`config.mk`:
```
export PLATFORM = sky130hd
export DESIGN_NAME = fsi_top
export DESIGN_NICKNAME = d
export VERILOG_FILES = /design/src/hw/fsi_top.v /design/src/hw/fsi_flasher.v
export VERILOG_INCLUDE_DIRS = /design/src /design/src/hw
export SDC_FILE = /design/constraint.sdc
export NUM_CORES = 1
export LEC_CHECK = 0
export ABC_AREA = 1
export BUFFER_PORTS_ARGS = -buffer_cell sky130_fd_sc_hd__buf_2
export CAP_MARGIN = 0
export CORE_ASPECT_RATIO = 1.25
export CORE_MARGIN = 2
export CORE_UTILIZATION = 55
export CTS_CLUSTER_DIAMETER = 120
export DETAILED_ROUTE_END_ITERATION = 7
export PLACE_DENSITY = 0.72
export SLEW_MARGIN = 25
export SYNTH_ARGS = -nofsm -noshare
export SYNTH_HDL_FRONTEND = slang
export SYNTH_SLANG_ARGS = --single-unit
```
`constraint.sdc`:
```
create_clock -name clk -period 5.6 [get_ports clk]
set_clock_uncertainty 0.05 [all_clocks]
set_input_delay 0 -clock clk [delete_from_list [all_inputs] [get_ports clk]]
set_output_delay 0 -clock clk [all_outputs]
set_load 0.005 [all_outputs]
```
`src/hw/fsi_consts.vh`:
```
/*
 * constants for the fault status indication block: fault class codes,
 * states, flash timing and recovery timing.
 * assumes a 20 MHz clock; included by the design files by bare name.
 */
`ifndef FSI_CONSTS_VH
`define FSI_CONSTS_VH

// ****************************************************************
// fault class codes (equal to the flash count, except 4'hf which shows steady on)
// ****************************************************************
`define FSI_CLS_NONE      4'h0
`define FSI_CLS_PHASE     4'h2
`define FSI_CLS_VOLT      4'h3
`define FSI_CLS_FREQ      4'h4
`define FSI_CLS_RAMP_OC   4'h5
`define FSI_CLS_RAMP_TO   4'h6
`define FSI_CLS_TEMP      4'h7
`define FSI_CLS_BYP_OC    4'h8
`define FSI_CLS_UNBAL     4'h9
`define FSI_CLS_INTERNAL  4'hf

// ****************************************************************
// top level states
// ****************************************************************
`define FSI_ST_IDLE       3'h0
`define FSI_ST_RAMP       3'h1
`define FSI_ST_BYPASS     3'h2
`define FSI_ST_RECOVER    3'h3
`define FSI_ST_ALARM      3'h4

// ****************************************************************
// timing
// ****************************************************************
`define FSI_CLK_HZ        20000000
`define FSI_TICK_MS       1
`define FSI_TICK_CYC      (`FSI_CLK_HZ / 1000 * `FSI_TICK_MS)
`define FSI_RAMP_MAX_MS   1000
`define FSI_RECOVER_MIN   5
`define FSI_RECOVER_MS    (`FSI_RECOVER_MIN * 60 * 1000)
`define FSI_FLASH_ON_MS   250
`define FSI_FLASH_OFF_MS  250
`define FSI_BURST_GAP_MS  1500
`define FSI_GREEN_HALF_MS 500

`endif

```
`src/hw/fsi_top.v`:
```
/*
 * fault status indication for a three-phase soft starter: tracks the
 * start state, latches faults, drives red alarm and green supply leds,
 * the alarm relay and the bypass relay, and times recovery.
 * assumes fault and status inputs are from pins (synchronised here) and
 * that a power cycle appears as sys_rst.
 */
`timescale 1ns/100ps
`include "fsi_consts.vh"

module fsi_top (
    input  wire       clk,
    input  wire       sys_rst,
    input  wire       high_power,
    input  wire       large_unit,
    input  wire       start_req,
    input  wire       ramp_done,
    input  wire       line_phase_one,
    input  wire       line_phase_two,
    input  wire       line_phase_three,
    input  wire       phase_order_err,
    input  wire       volt_err,
    input  wire       freq_err,
    input  wire       overcurrent,
    input  wire       over_temp,
    input  wire       unbalance_err,
    input  wire       internal_err,
    output wire       led_red,
    output reg        led_green_q,
    output reg        alarm_relay_q,
    output reg        bypass_relay_q,
    output reg  [3:0] fault_class_q
);

    // ****************************************************************
    // input synchronisers
    // ****************************************************************
    localparam NIN = 14;
    wire [NIN-1:0] raw_in = {high_power, large_unit, start_req, ramp_done, line_phase_one, line_phase_two,
                             line_phase_three, phase_order_err, volt_err, freq_err, overcurrent,
                             over_temp, unbalance_err, internal_err};
    reg  [NIN-1:0] meta_q;
    reg  [NIN-1:0] sync_q;
    // two stages; only sync_q feeds logic
    always @(posedge clk) begin
        if (sys_rst) begin
            meta_q <= {NIN{1'b0}};
            sync_q <= {NIN{1'b0}};
        end else begin
            meta_q <= raw_in;
            sync_q <= meta_q;
        end
    end
    wire hp_s    = sync_q[13];
    wire large_s = sync_q[12];
    wire start_s = sync_q[11];
    wire rdone_s = sync_q[10];
    wire all_ph  = sync_q[9] & sync_q[8] & sync_q[7];
    wire no_ph   = ~(sync_q[9] | sync_q[8] | sync_q[7]);
    wire ord_s   = sync_q[6];
    wire volt_s  = sync_q[5];
    wire freq_s  = sync_q[4];
    wire oc_s    = sync_q[3];
    wire temp_s  = sync_q[2];
    wire unb_s   = sync_q[1];
    wire int_s   = sync_q[0];

    // ****************************************************************
    // millisecond tick divider
    // ****************************************************************
    // integer constants are cut to the counter width on purpose; the values fit
    localparam [31:0] TICK_LAST_W = `FSI_TICK_CYC - 1;
    localparam [14:0] TICK_LAST   = TICK_LAST_W[14:0];
    reg  [14:0] div_q;
    reg         tick_q;
    always @(posedge clk) begin
        if (sys_rst) begin
            div_q  <= 15'h0000;
            tick_q <= 1'b0;
        end else begin
            tick_q <= (div_q == TICK_LAST);
            div_q  <= (div_q == TICK_LAST) ? 15'h0000 : div_q + 15'h0001;
        end
    end

    // ****************************************************************
    // state machine
    // ****************************************************************
    localparam [2:0] ST_IDLE    = `FSI_ST_IDLE;
    localparam [2:0] ST_RAMP    = `FSI_ST_RAMP;
    localparam [2:0] ST_BYPASS  = `FSI_ST_BYPASS;
    localparam [2:0] ST_RECOVER = `FSI_ST_RECOVER;
    localparam [2:0] ST_ALARM   = `FSI_ST_ALARM;
    localparam [31:0] RECOVER_LAST_W = `FSI_RECOVER_MS - 1;
    localparam [31:0] RAMP_LAST_W    = `FSI_RAMP_MAX_MS - 1;
    localparam [18:0] RECOVER_LAST   = RECOVER_LAST_W[18:0];
    localparam [18:0] RAMP_LAST      = RAMP_LAST_W[18:0];

    reg  [2:0]  state_q;
    reg  [18:0] ms_q;        // ramp timer and recovery timer
    reg         to_prev_q;   // previous start ended in ramp timeout
    reg         latched_q;   // fault needs a power cycle
    reg         phase_gone_q;

    // ramp timeout has priority over ramp overcurrent since it names the stuck start
    wire        ramp_to = (state_q == ST_RAMP) && tick_q && (ms_q == RAMP_LAST) && !rdone_s;

    always @(posedge clk) begin
        if (sys_rst) begin
            state_q       <= ST_IDLE;
            ms_q          <= 19'h00000;
            to_prev_q     <= 1'b0;
            latched_q     <= 1'b0;
            phase_gone_q  <= 1'b0;
            fault_class_q <= `FSI_CLS_NONE;
        end else begin
            case (state_q)
            ST_IDLE, ST_RAMP, ST_BYPASS, ST_RECOVER: begin
                if (hp_s && int_s) begin
                    state_q       <= ST_ALARM;
                    fault_class_q <= `FSI_CLS_INTERNAL;
                    latched_q     <= 1'b1;
                    phase_gone_q  <= 1'b0;
                end else if (ord_s) begin
                    state_q       <= ST_ALARM;
                    fault_class_q <= `FSI_CLS_PHASE;
                end else if (volt_s || freq_s || temp_s || unb_s) begin
                    state_q       <= ST_ALARM;
                    ms_q          <= 19'h00000;
                    fault_class_q <= volt_s ? `FSI_CLS_VOLT : freq_s ? `FSI_CLS_FREQ :
                                     temp_s ? `FSI_CLS_TEMP : `FSI_CLS_UNBAL;
                end else if (ramp_to) begin
                    state_q       <= ST_ALARM;
                    ms_q          <= 19'h00000;
                    fault_class_q <= `FSI_CLS_RAMP_TO;
                    latched_q     <= hp_s && to_prev_q;
                    to_prev_q     <= 1'b1;
                end else if (oc_s && (state_q == ST_RAMP || state_q == ST_BYPASS)) begin
                    state_q       <= ST_ALARM;
                    ms_q          <= 19'h00000;
                    fault_class_q <= (state_q == ST_RAMP) ? `FSI_CLS_RAMP_OC : `FSI_CLS_BYP_OC;
                end else begin
                    case (state_q)
                    ST_IDLE: begin
                        if (start_s) begin
                            state_q <= ST_RAMP;
                            ms_q    <= 19'h00000;
                        end
                    end
                    ST_RAMP: begin
                        if (rdone_s) begin
                            state_q   <= ST_BYPASS;
                            to_prev_q <= 1'b0;
                        end else if (!start_s) begin
                            state_q <= ST_RECOVER;
                            ms_q    <= 19'h00000;
                        end else if (tick_q) begin
                            ms_q <= ms_q + 19'h00001;
                        end
                    end
                    ST_BYPASS: begin
                        if (!start_s) begin
                            state_q <= ST_RECOVER;
                            ms_q    <= 19'h00000;
                        end
                    end
                    default: begin
                        // recovery wait between starts
                        if (tick_q) begin
                            if (ms_q == RECOVER_LAST) begin
                                state_q <= ST_IDLE;
                                ms_q    <= 19'h00000;
                            end else begin
                                ms_q <= ms_q + 19'h00001;
                            end
                        end
                    end
                    endcase
                end
            end
            ST_ALARM: begin
                if (fault_class_q == `FSI_CLS_INTERNAL) begin
                    // clears only after all phases removed then all reapplied
                    if (no_ph) begin
                        phase_gone_q <= 1'b1;
                    end else if (phase_gone_q && all_ph) begin
                        state_q       <= ST_IDLE;
                        latched_q     <= 1'b0;
                        phase_gone_q  <= 1'b0;
                        fault_class_q <= `FSI_CLS_NONE;
                    end
                end else if (fault_class_q == `FSI_CLS_PHASE) begin
                    // a wiring change removes the cause; no timed recovery
                    if (!ord_s) begin
                        state_q       <= ST_IDLE;
                        fault_class_q <= `FSI_CLS_NONE;
                    end
                end else if (!latched_q && tick_q) begin
                    if (ms_q != RECOVER_LAST) begin
                        ms_q <= ms_q + 19'h00001;
                    end else if (fault_class_q != `FSI_CLS_UNBAL || all_ph) begin
                        state_q       <= ST_IDLE;
                        ms_q          <= 19'h00000;
                        fault_class_q <= `FSI_CLS_NONE;
                    end
                end
            end
            default: begin
                state_q <= ST_IDLE;
            end
            endcase
        end
    end

    // ****************************************************************
    // green led and relays
    // ****************************************************************
    localparam [31:0] GREEN_HALF_W = `FSI_GREEN_HALF_MS;
    localparam [18:0] GREEN_HALF   = GREEN_HALF_W[18:0];
    wire in_alarm = (state_q == ST_ALARM);
    // green blink phase taken from the recovery timer
    always @(posedge clk) begin
        if (sys_rst) begin
            led_green_q    <= 1'b0;
            alarm_relay_q  <= 1'b0;
            bypass_relay_q <= 1'b0;
        end else begin
            led_green_q    <= (state_q == ST_RECOVER) ? ((ms_q / GREEN_HALF) % 19'h00002 == 19'h00000)
                                                      : 1'b1;
            // 1 = fault pair (11/12 small, 11/14 large); small non-hp also while ramping
            alarm_relay_q  <= in_alarm || (!large_s && !hp_s && state_q == ST_RAMP);
            bypass_relay_q <= (state_q == ST_BYPASS);
        end
    end

    // red led is forced dark outside the alarm state
    wire [3:0] flash_count = in_alarm ? fault_class_q : `FSI_CLS_NONE;

    fsi_flasher u_flash (
        .clk     (clk),
        .sys_rst (sys_rst),
        .tick_ms (tick_q),
        .count   (flash_count),
        .led_q   (led_red)
    );

endmodule

```
`src/hw/fsi_flasher.v`:
```
/*
 * flash count generator: repeats bursts of count flashes separated by a
 * long dark gap; count 4'hf means steady on, 0 means off.
 * assumes a one-cycle millisecond tick from the same clock.
 */
`timescale 1ns/100ps
`include "fsi_consts.vh"

module fsi_flasher (
    input  wire       clk,
    input  wire       sys_rst,
    input  wire       tick_ms,
    input  wire [3:0] count,
    output reg        led_q
);

    reg  [10:0] ms_q;
    reg  [3:0]  done_q;
    reg         gap_q;

    // ****************************************************************
    // burst sequencer
    // ****************************************************************
    // a new count restarts the burst so the shown code is never mixed
    reg  [3:0]  cnt_last_q;
    always @(posedge clk) begin
        if (sys_rst) begin
            ms_q       <= 11'h000;
            done_q     <= 4'h0;
            gap_q      <= 1'b0;
            led_q      <= 1'b0;
            cnt_last_q <= 4'h0;
        end else begin
            cnt_last_q <= count;
            if (count != cnt_last_q || count == `FSI_CLS_NONE) begin
                ms_q   <= 11'h000;
                done_q <= 4'h0;
                gap_q  <= 1'b0;
                led_q  <= 1'b0;
            end else if (count == `FSI_CLS_INTERNAL) begin
                led_q <= 1'b1;
            end else if (tick_ms) begin
                ms_q <= ms_q + 11'h001;
                if (gap_q) begin
                    // long dark gap marks the burst boundary
                    if (ms_q == 11'd`FSI_BURST_GAP_MS - 11'h001) begin
                        gap_q  <= 1'b0;
                        ms_q   <= 11'h000;
                        done_q <= 4'h0;
                    end
                end else if (led_q) begin
                    if (ms_q == 11'd`FSI_FLASH_ON_MS - 11'h001) begin
                        led_q  <= 1'b0;
                        ms_q   <= 11'h000;
                        done_q <= done_q + 4'h1;
                    end
                end else if (done_q == count) begin
                    gap_q <= 1'b1;
                    ms_q  <= 11'h000;
                end else if (ms_q == 11'd`FSI_FLASH_OFF_MS - 11'h001 || done_q == 4'h0) begin
                    led_q <= 1'b1;
                    ms_q  <= 11'h000;
                end
            end
        end
    end

endmodule

```
==> results_dict.tcl, run 1 <==
set metrics [dict create \
    io_pins 24 \
    busiest_layer "met2" \
    fin_area_um2 8140 \
    syn_area_um2 6760 \
    syn_area_per_cell_um2 6.42 \
    power.leakage_nw 3.78 \
    crit_top_cell "nand2_1" \
    drive_above_1_share_pct 23.3 \
    layout_commonest_cell "nand2_1" \
    ys_seq_area_share_pct 28.7 \
    cp_top_family "simple AND/OR/NAND/NOR gates" \
    cts_tree "yes" \
    grt_use_met2_pct 45.9 \
    crit_end "led_green_q" \
    cp-start-kind "flop" \
    post-route-period-util_pct 101 \
    wl_mm 15.8 \
    worstReg2RegStart "ms_q[12]" \
    fp-row-count 45 \
    cp-end-kind "flop" \
    synth_fp_nets 1075 \
    grt_use_met1_pct 25.3 \
    clk_pin_slew_worst_paths_ns 0.07 \
    drt_iter0_drc 202 \
    fin_nets 1150 \
    final_cell_mix "nand2_1 (189), inv_1 (155), nor2_1 (123)" \
    cts-root-buf "clkbuf_16" \
    yosysWarnings 0 \
    core_area_um2 12000 \
    ant_nets 0 \
    critPathBufInv 2 \
    wl_per_cell_um 12.2 \
    r2r_setup_slack_ns -0.06 \
    worstPathArrival_ns 5.79 \
    slew_viol_final 0 \
    worst_path_max_delay_cell "dfxtp_4" \
    path_class "reg2reg" \
    failed_checks "setup timing" \
    fmax_ghz 0.177 \
    grt_antenna_before_repair 0 \
    synth-seq-cells 97 \
    clock_sinks 97 \
    multi_input_area_um2 4370 \
    use_met3_pct 3.22 \
    drv_cap 0 \
    cts_buffer_depth 2 \
    cp_max_fo 8 \
    grt.total_usage_pct 23.6 \
    die_h_um 128 \
    startpoint "ms_q[12]" \
    setup_viol 1 \
    h-tree-depth 3 \
    whs_ns 0.199 \
    area_growth_pct 20.5 \
    r2r_cells 50 \
    peakVddDrop_mv 0.240 \
    drcViolationCount 0 \
    seqCellArea_um2 1960 \
    grt_first_pass_wirelength_mm 25.7 \
    setup_tns_ns -0.0600 \
    fin_crit_ns 5.66 \
    die-area_um2 13200 \
    worstMarginPinSlew_ns 0.849 \
    place.gp.congestion 0.876 \
    maxSlewHeadroom_pct 43.4 \
    globalRouteOverflowTotal 0 \
    crit_required_ns 5.73 \
    vias 6683 \
    status "finished, violations left" \
    setup_ws_ns -0.0600 \
    firstDrtPassIters 4 \
    filler_cell_count 1115 \
    p_per_area_nw_per_um2 255 \
    hpwl_mm 11.4 \
    die_x_um 103 \
    synth.distinct_cells 56 \
    grt_pass1_vias 6326 \
    clock_latency_ns 0.35 \
    grt_max_degree 48 \
    portBuffers 23 \
    syn_inst 1052 \
    finalPower_mw 2.07 \
    slowest_delay_ns 0.37 \
    vias_per_cell 5.16 \
    crit_cells 50 \
    diodes 0 \
    finalHoldViolCount 0 \
    placed_area_um2 7170 \
    initial_core_util_pct 56.1 \
    grt_setup_unrepaired "true" \
    cts_made_buffers 9 \
    r2r-end "led_green_q" \
    hold_path.class "in2reg" \
]
cell families after synthesis:
group / count (synthesis) / synth area share (%)
DFF: 97 / 28.7
and+or+nand+nor: 584 / 42.6
AOI/OAI and AO/OA: 135 / 12.3
xor gates and xnor gates: 27 / 3.50
adders and majority gates: 7 / 1.30
buffers and inverters: 202 / 11.6
metal layers:
layer	share of wire, %	up-vias
li1	-	3534
met1	41	3028
met2	55	93
met3	2.2	28
met4	1.8	0
met5	0	-
how the worst min path moves through the flow:
stage,start,end,slack (ns),depth (start not counted)
floorplan,internal_err,meta_q[0],0.06,2
global placement,over_temp,meta_q[2],0.15,3
detailed placement,unbalance_err,meta_q[1],0.16,3
CTS,sys_rst,u_flash.cnt_last_q[1],0.20,2
global route,sys_rst,fault_class_q[0],0.25,2
finish,sys_rst,meta_q[3],0.20,2
synthesized netlist by cell type, drive strengths merged:
cell type | number | area, um2
nor3b | 9 | 67.6
nand3 | 88 | 536
a211oi | 6 | 45.0
xnor2 | 2 | 17.5
o2111ai | 2 | 17.5
or4 | 1 | 7.51
clkbuf | 4 | 15.0
xor2 | 25 | 219
clkinv | 6 | 25.0
o21bai | 5 | 48.8
a21o | 1 | 7.51
a22oi | 1 | 7.51
nor2 | 153 | 664
nor4 | 13 | 81.3
a21oi | 46 | 234
nand4 | 20 | 131
nor3 | 34 | 191
a21boi | 1 | 7.51
nand2 | 255 | 1120
a221oi | 4 | 35.0
a2111oi | 1 | 8.76
o21a | 3 | 22.5
o21ai | 48 | 270
o211ai | 5 | 37.5
buf | 11 | 62.6
and3 | 2 | 12.5
ha | 7 | 87.6
a31oi | 4 | 25.0
nand3b | 4 | 33.8
dfxtp | 97 | 1940
o31ai | 7 | 52.6
and2 | 2 | 15.0
a311oi | 1 | 8.76
inv | 181 | 682
or2 | 3 | 18.8
report_power, final:
group          internal, mW  total [mW]  switching, mW
combinational         0.234       0.685          0.451
sequential            0.733       0.768         0.0355
clock                 0.352       0.620          0.268
area by class of cell:
type                       count  share of cell area, %
multi-input combinational    753                   53.7
sequential                    97                   24.1
inverter                     187                   8.81
timing repair buffer          79                   7.16
clock buffer                  10                   2.81
tap                          164                   2.52
clock inverter                 6                  0.907
metrics by stage:
| stage | setup slack [ns] | std cells | utilization (%) |
|---|---|---|---|
| 2_1_floorplan | 0.578 | 1052 | - |
| 3_3_place_gp | -0.0604 | 1247 | 59.5 |
| 3_5_place_dp | -0.0655 | 1247 | 59.5 |
| 4_1_cts | 0.00576 | 1277 | 63.4 |
| 5_1_grt | -0.553 | 1296 | 67.5 |
| 6_report | -0.0600 | 1296 | 67.5 |
registers in the layout, indices dropped and copies added, names as in the netlist, 4 cells and up:
signal	flops
sync_q	14
meta_q	14
u_flash.done_q	4
ms_q	19
u_flash.cnt_last_q	4
u_flash.ms_q	11
div_q	15
fault_class_q	4
what timing repair did:
action	CTS	global route
setup buffers	0	19
resized for setup	11	86
hold endpoints to repair	14	0
pin swaps	2	42
setup endpoints to repair	1	1
hold buffers	14	0
Note: power is estimated with default switching activity, not from simulation.
==> run 2, diff against run 1 <==
REMOVE_ABC_BUFFERS = 1   (was unset)
==> results_dict.tcl, run 2 (synthesized netlist as in run 1, its figures left out) <==
set metrics [dict create \
    core_area_um2 12000 \
    status "completed" \
    final_cell_mix "nand2_1 (197), inv_1 (156), nor2_1 (127)" \
    cts_tree "yes" \
    r2r_setup_slack_ns 0.03 \
    cp_top_family "simple AND/OR/NAND/NOR gates" \
    drive_above_1_share_pct 21.3 \
    die-area_um2 13200 \
    path_class "reg2reg" \
    ant_nets 0 \
    r2r_cells 46 \
    setup_viol 0 \
    setup_ws_ns 0.0306 \
    cts-root-buf "clkbuf_16" \
    crit_top_cell "nand2_2" \
    worstMarginPinSlew_ns 0.696 \
    whs_path_depth 3 \
    largest_reg_flops 19 \
    vias 6675 \
    fin_crit_ns 5.57 \
    drv_cap 0 \
    drt_iter0_drc 222 \
    hold_path.class "in2reg" \
    critPathBufInv 7 \
    peakVddDrop_mv 0.233 \
    stdcell_count 1289 \
    grt_antenna_before_repair 0 \
    multi_input_area_um2 4270 \
    grt_first_pass_wirelength_mm 25.2 \
    largestRegisters "ms_q: 19 flops, div_q: 15 flops" \
    firstDrtPassIters 5 \
    worstReg2RegStart "ms_q[16]" \
    clk_pin_slew_worst_paths_ns 0.07 \
    cp-end-kind "flop" \
    worst_path_max_delay_cell "dfxtp_4" \
    fin_nets 1143 \
    worstPathArrival_ns 5.72 \
    grt.total_usage_pct 22.9 \
    wl_mm 15.0 \
    cp-start-kind "flop" \
    filler_cell_count 1160 \
    fmax_ghz 0.180 \
    grt_max_degree 48 \
    min_to "meta_q[9]" \
    dp.cells 1247 \
    maxSlewHeadroom_pct 53.2 \
    top_register "ms_q" \
    die_x_um 103 \
    portBuffers 23 \
    place.gp.congestion 0.889 \
    fp-row-count 45 \
    r2r-end "led_green_q" \
    cts_buffer_depth 2 \
    clock_sinks 97 \
    grt_pass1_vias 6266 \
    initial_core_util_pct 56.1 \
    layout_commonest_cell "nand2_1" \
    post-route-period-util_pct 99.5 \
    grt_setup_unrepaired "true" \
    h-tree-depth 3 \
    drcViolationCount 0 \
    hold_start "sys_rst" \
    diodes 0 \
    cp_max_fo 7 \
    cts_made_buffers 9 \
    hpwl_mm 11.3 \
    clock_latency_ns 0.34 \
    finalHoldViolCount 0 \
    power.leakage_nw 3.70 \
    globalRouteOverflowTotal 0 \
    whs_ns 0.137 \
    slowest_delay_ns 0.37 \
    vias_per_cell 5.18 \
    seqCellArea_um2 1960 \
    wl_per_cell_um 11.6 \
    slew_viol_final 0 \
    crit_required_ns 5.76 \
    area_growth_pct 17.5 \
    io_pins 24 \
    die_h_um 128 \
    p_per_area_nw_per_um2 253 \
    place_ws_ns -0.0616 \
    setup_tns_ns 0 \
]
-- run 2: metal layers --
| layer | share of wire (%) | GRT usage (%) | vias to the layer above |
|---|---|---|---|
| li1 | - | - | 3519 |
| met4 | 2.3 | 8.51 | 0 |
| met1 | 43 | 25.3 | 3026 |
| met5 | 0 | 0 | - |
| met3 | 2.1 | 2.78 | 30 |
| met2 | 53 | 43.5 | 100 |
-- run 2: final cells by class --
cell class | instances | share of cell area (%)
multi-input combinational | 754 | 53.8
inverter | 187 | 8.97
sequential | 97 | 24.7
timing repair buffer | 71 | 6.43
clock buffer | 12 | 3.23
tap | 164 | 2.59
clock inverter | 4 | 0.347
-- run 2: worst register-to-register path, delay by kind of cell (launching register included) --
| kind | cells | cell delay (ns) |
|---|---|---|
| compound gates | 6 | 0.77 |
| buf+inv | 7 | 0.67 |
| simple gates | 33 | 3.59 |
| flops | 1 | 0.37 |
-- run 2: repair_timing --
| action | CTS | global route |
|---|---|---|
| resized for setup | 6 | 62 |
| setup buffers | 0 | 11 |
| endpoints found under the hold margin | 14 | 0 |
| hold buffers | 14 | 0 |
| cloned | 0 | 1 |
| pin swaps | 0 | 26 |
| setup endpoints to repair | 1 | 1 |
-- run 2: power breakdown --
part / internal, mW / switching (mW) / total [mW]
clock: 0.325 / 0.251 / 0.576
combinational: 0.227 / 0.437 / 0.664
sequential: 0.733 / 0.0356 / 0.769
-- run 2: per-stage QoR --
stage	instance area [um2]	util [%]	total power, mW
2_1_floorplan	6680	-	1.23
3_3_place_gp	7170	59.5	1.40
3_5_place_dp	7170	59.5	1.40
4_1_cts	7610	63.1	1.99
5_1_grt	7940	65.9	2.13
6_report	7940	65.9	2.01
-- run 2: worst max path at each step --
stage | from | endpoint | slack, ns | cells past startpoint
2_1_floorplan | ms_q[14] | led_green_q | 0.53 | 52
3_3_place_gp | ms_q[14] | led_green_q | -0.006 | 52
3_5_place_dp | ms_q[14] | led_green_q | -0.06 | 52
4_1_cts | ms_q[14] | led_green_q | 0.02 | 52
5_1_grt | ms_q[16] | led_green_q | -0.51 | 47
6_report | ms_q[16] | led_green_q | 0.03 | 46
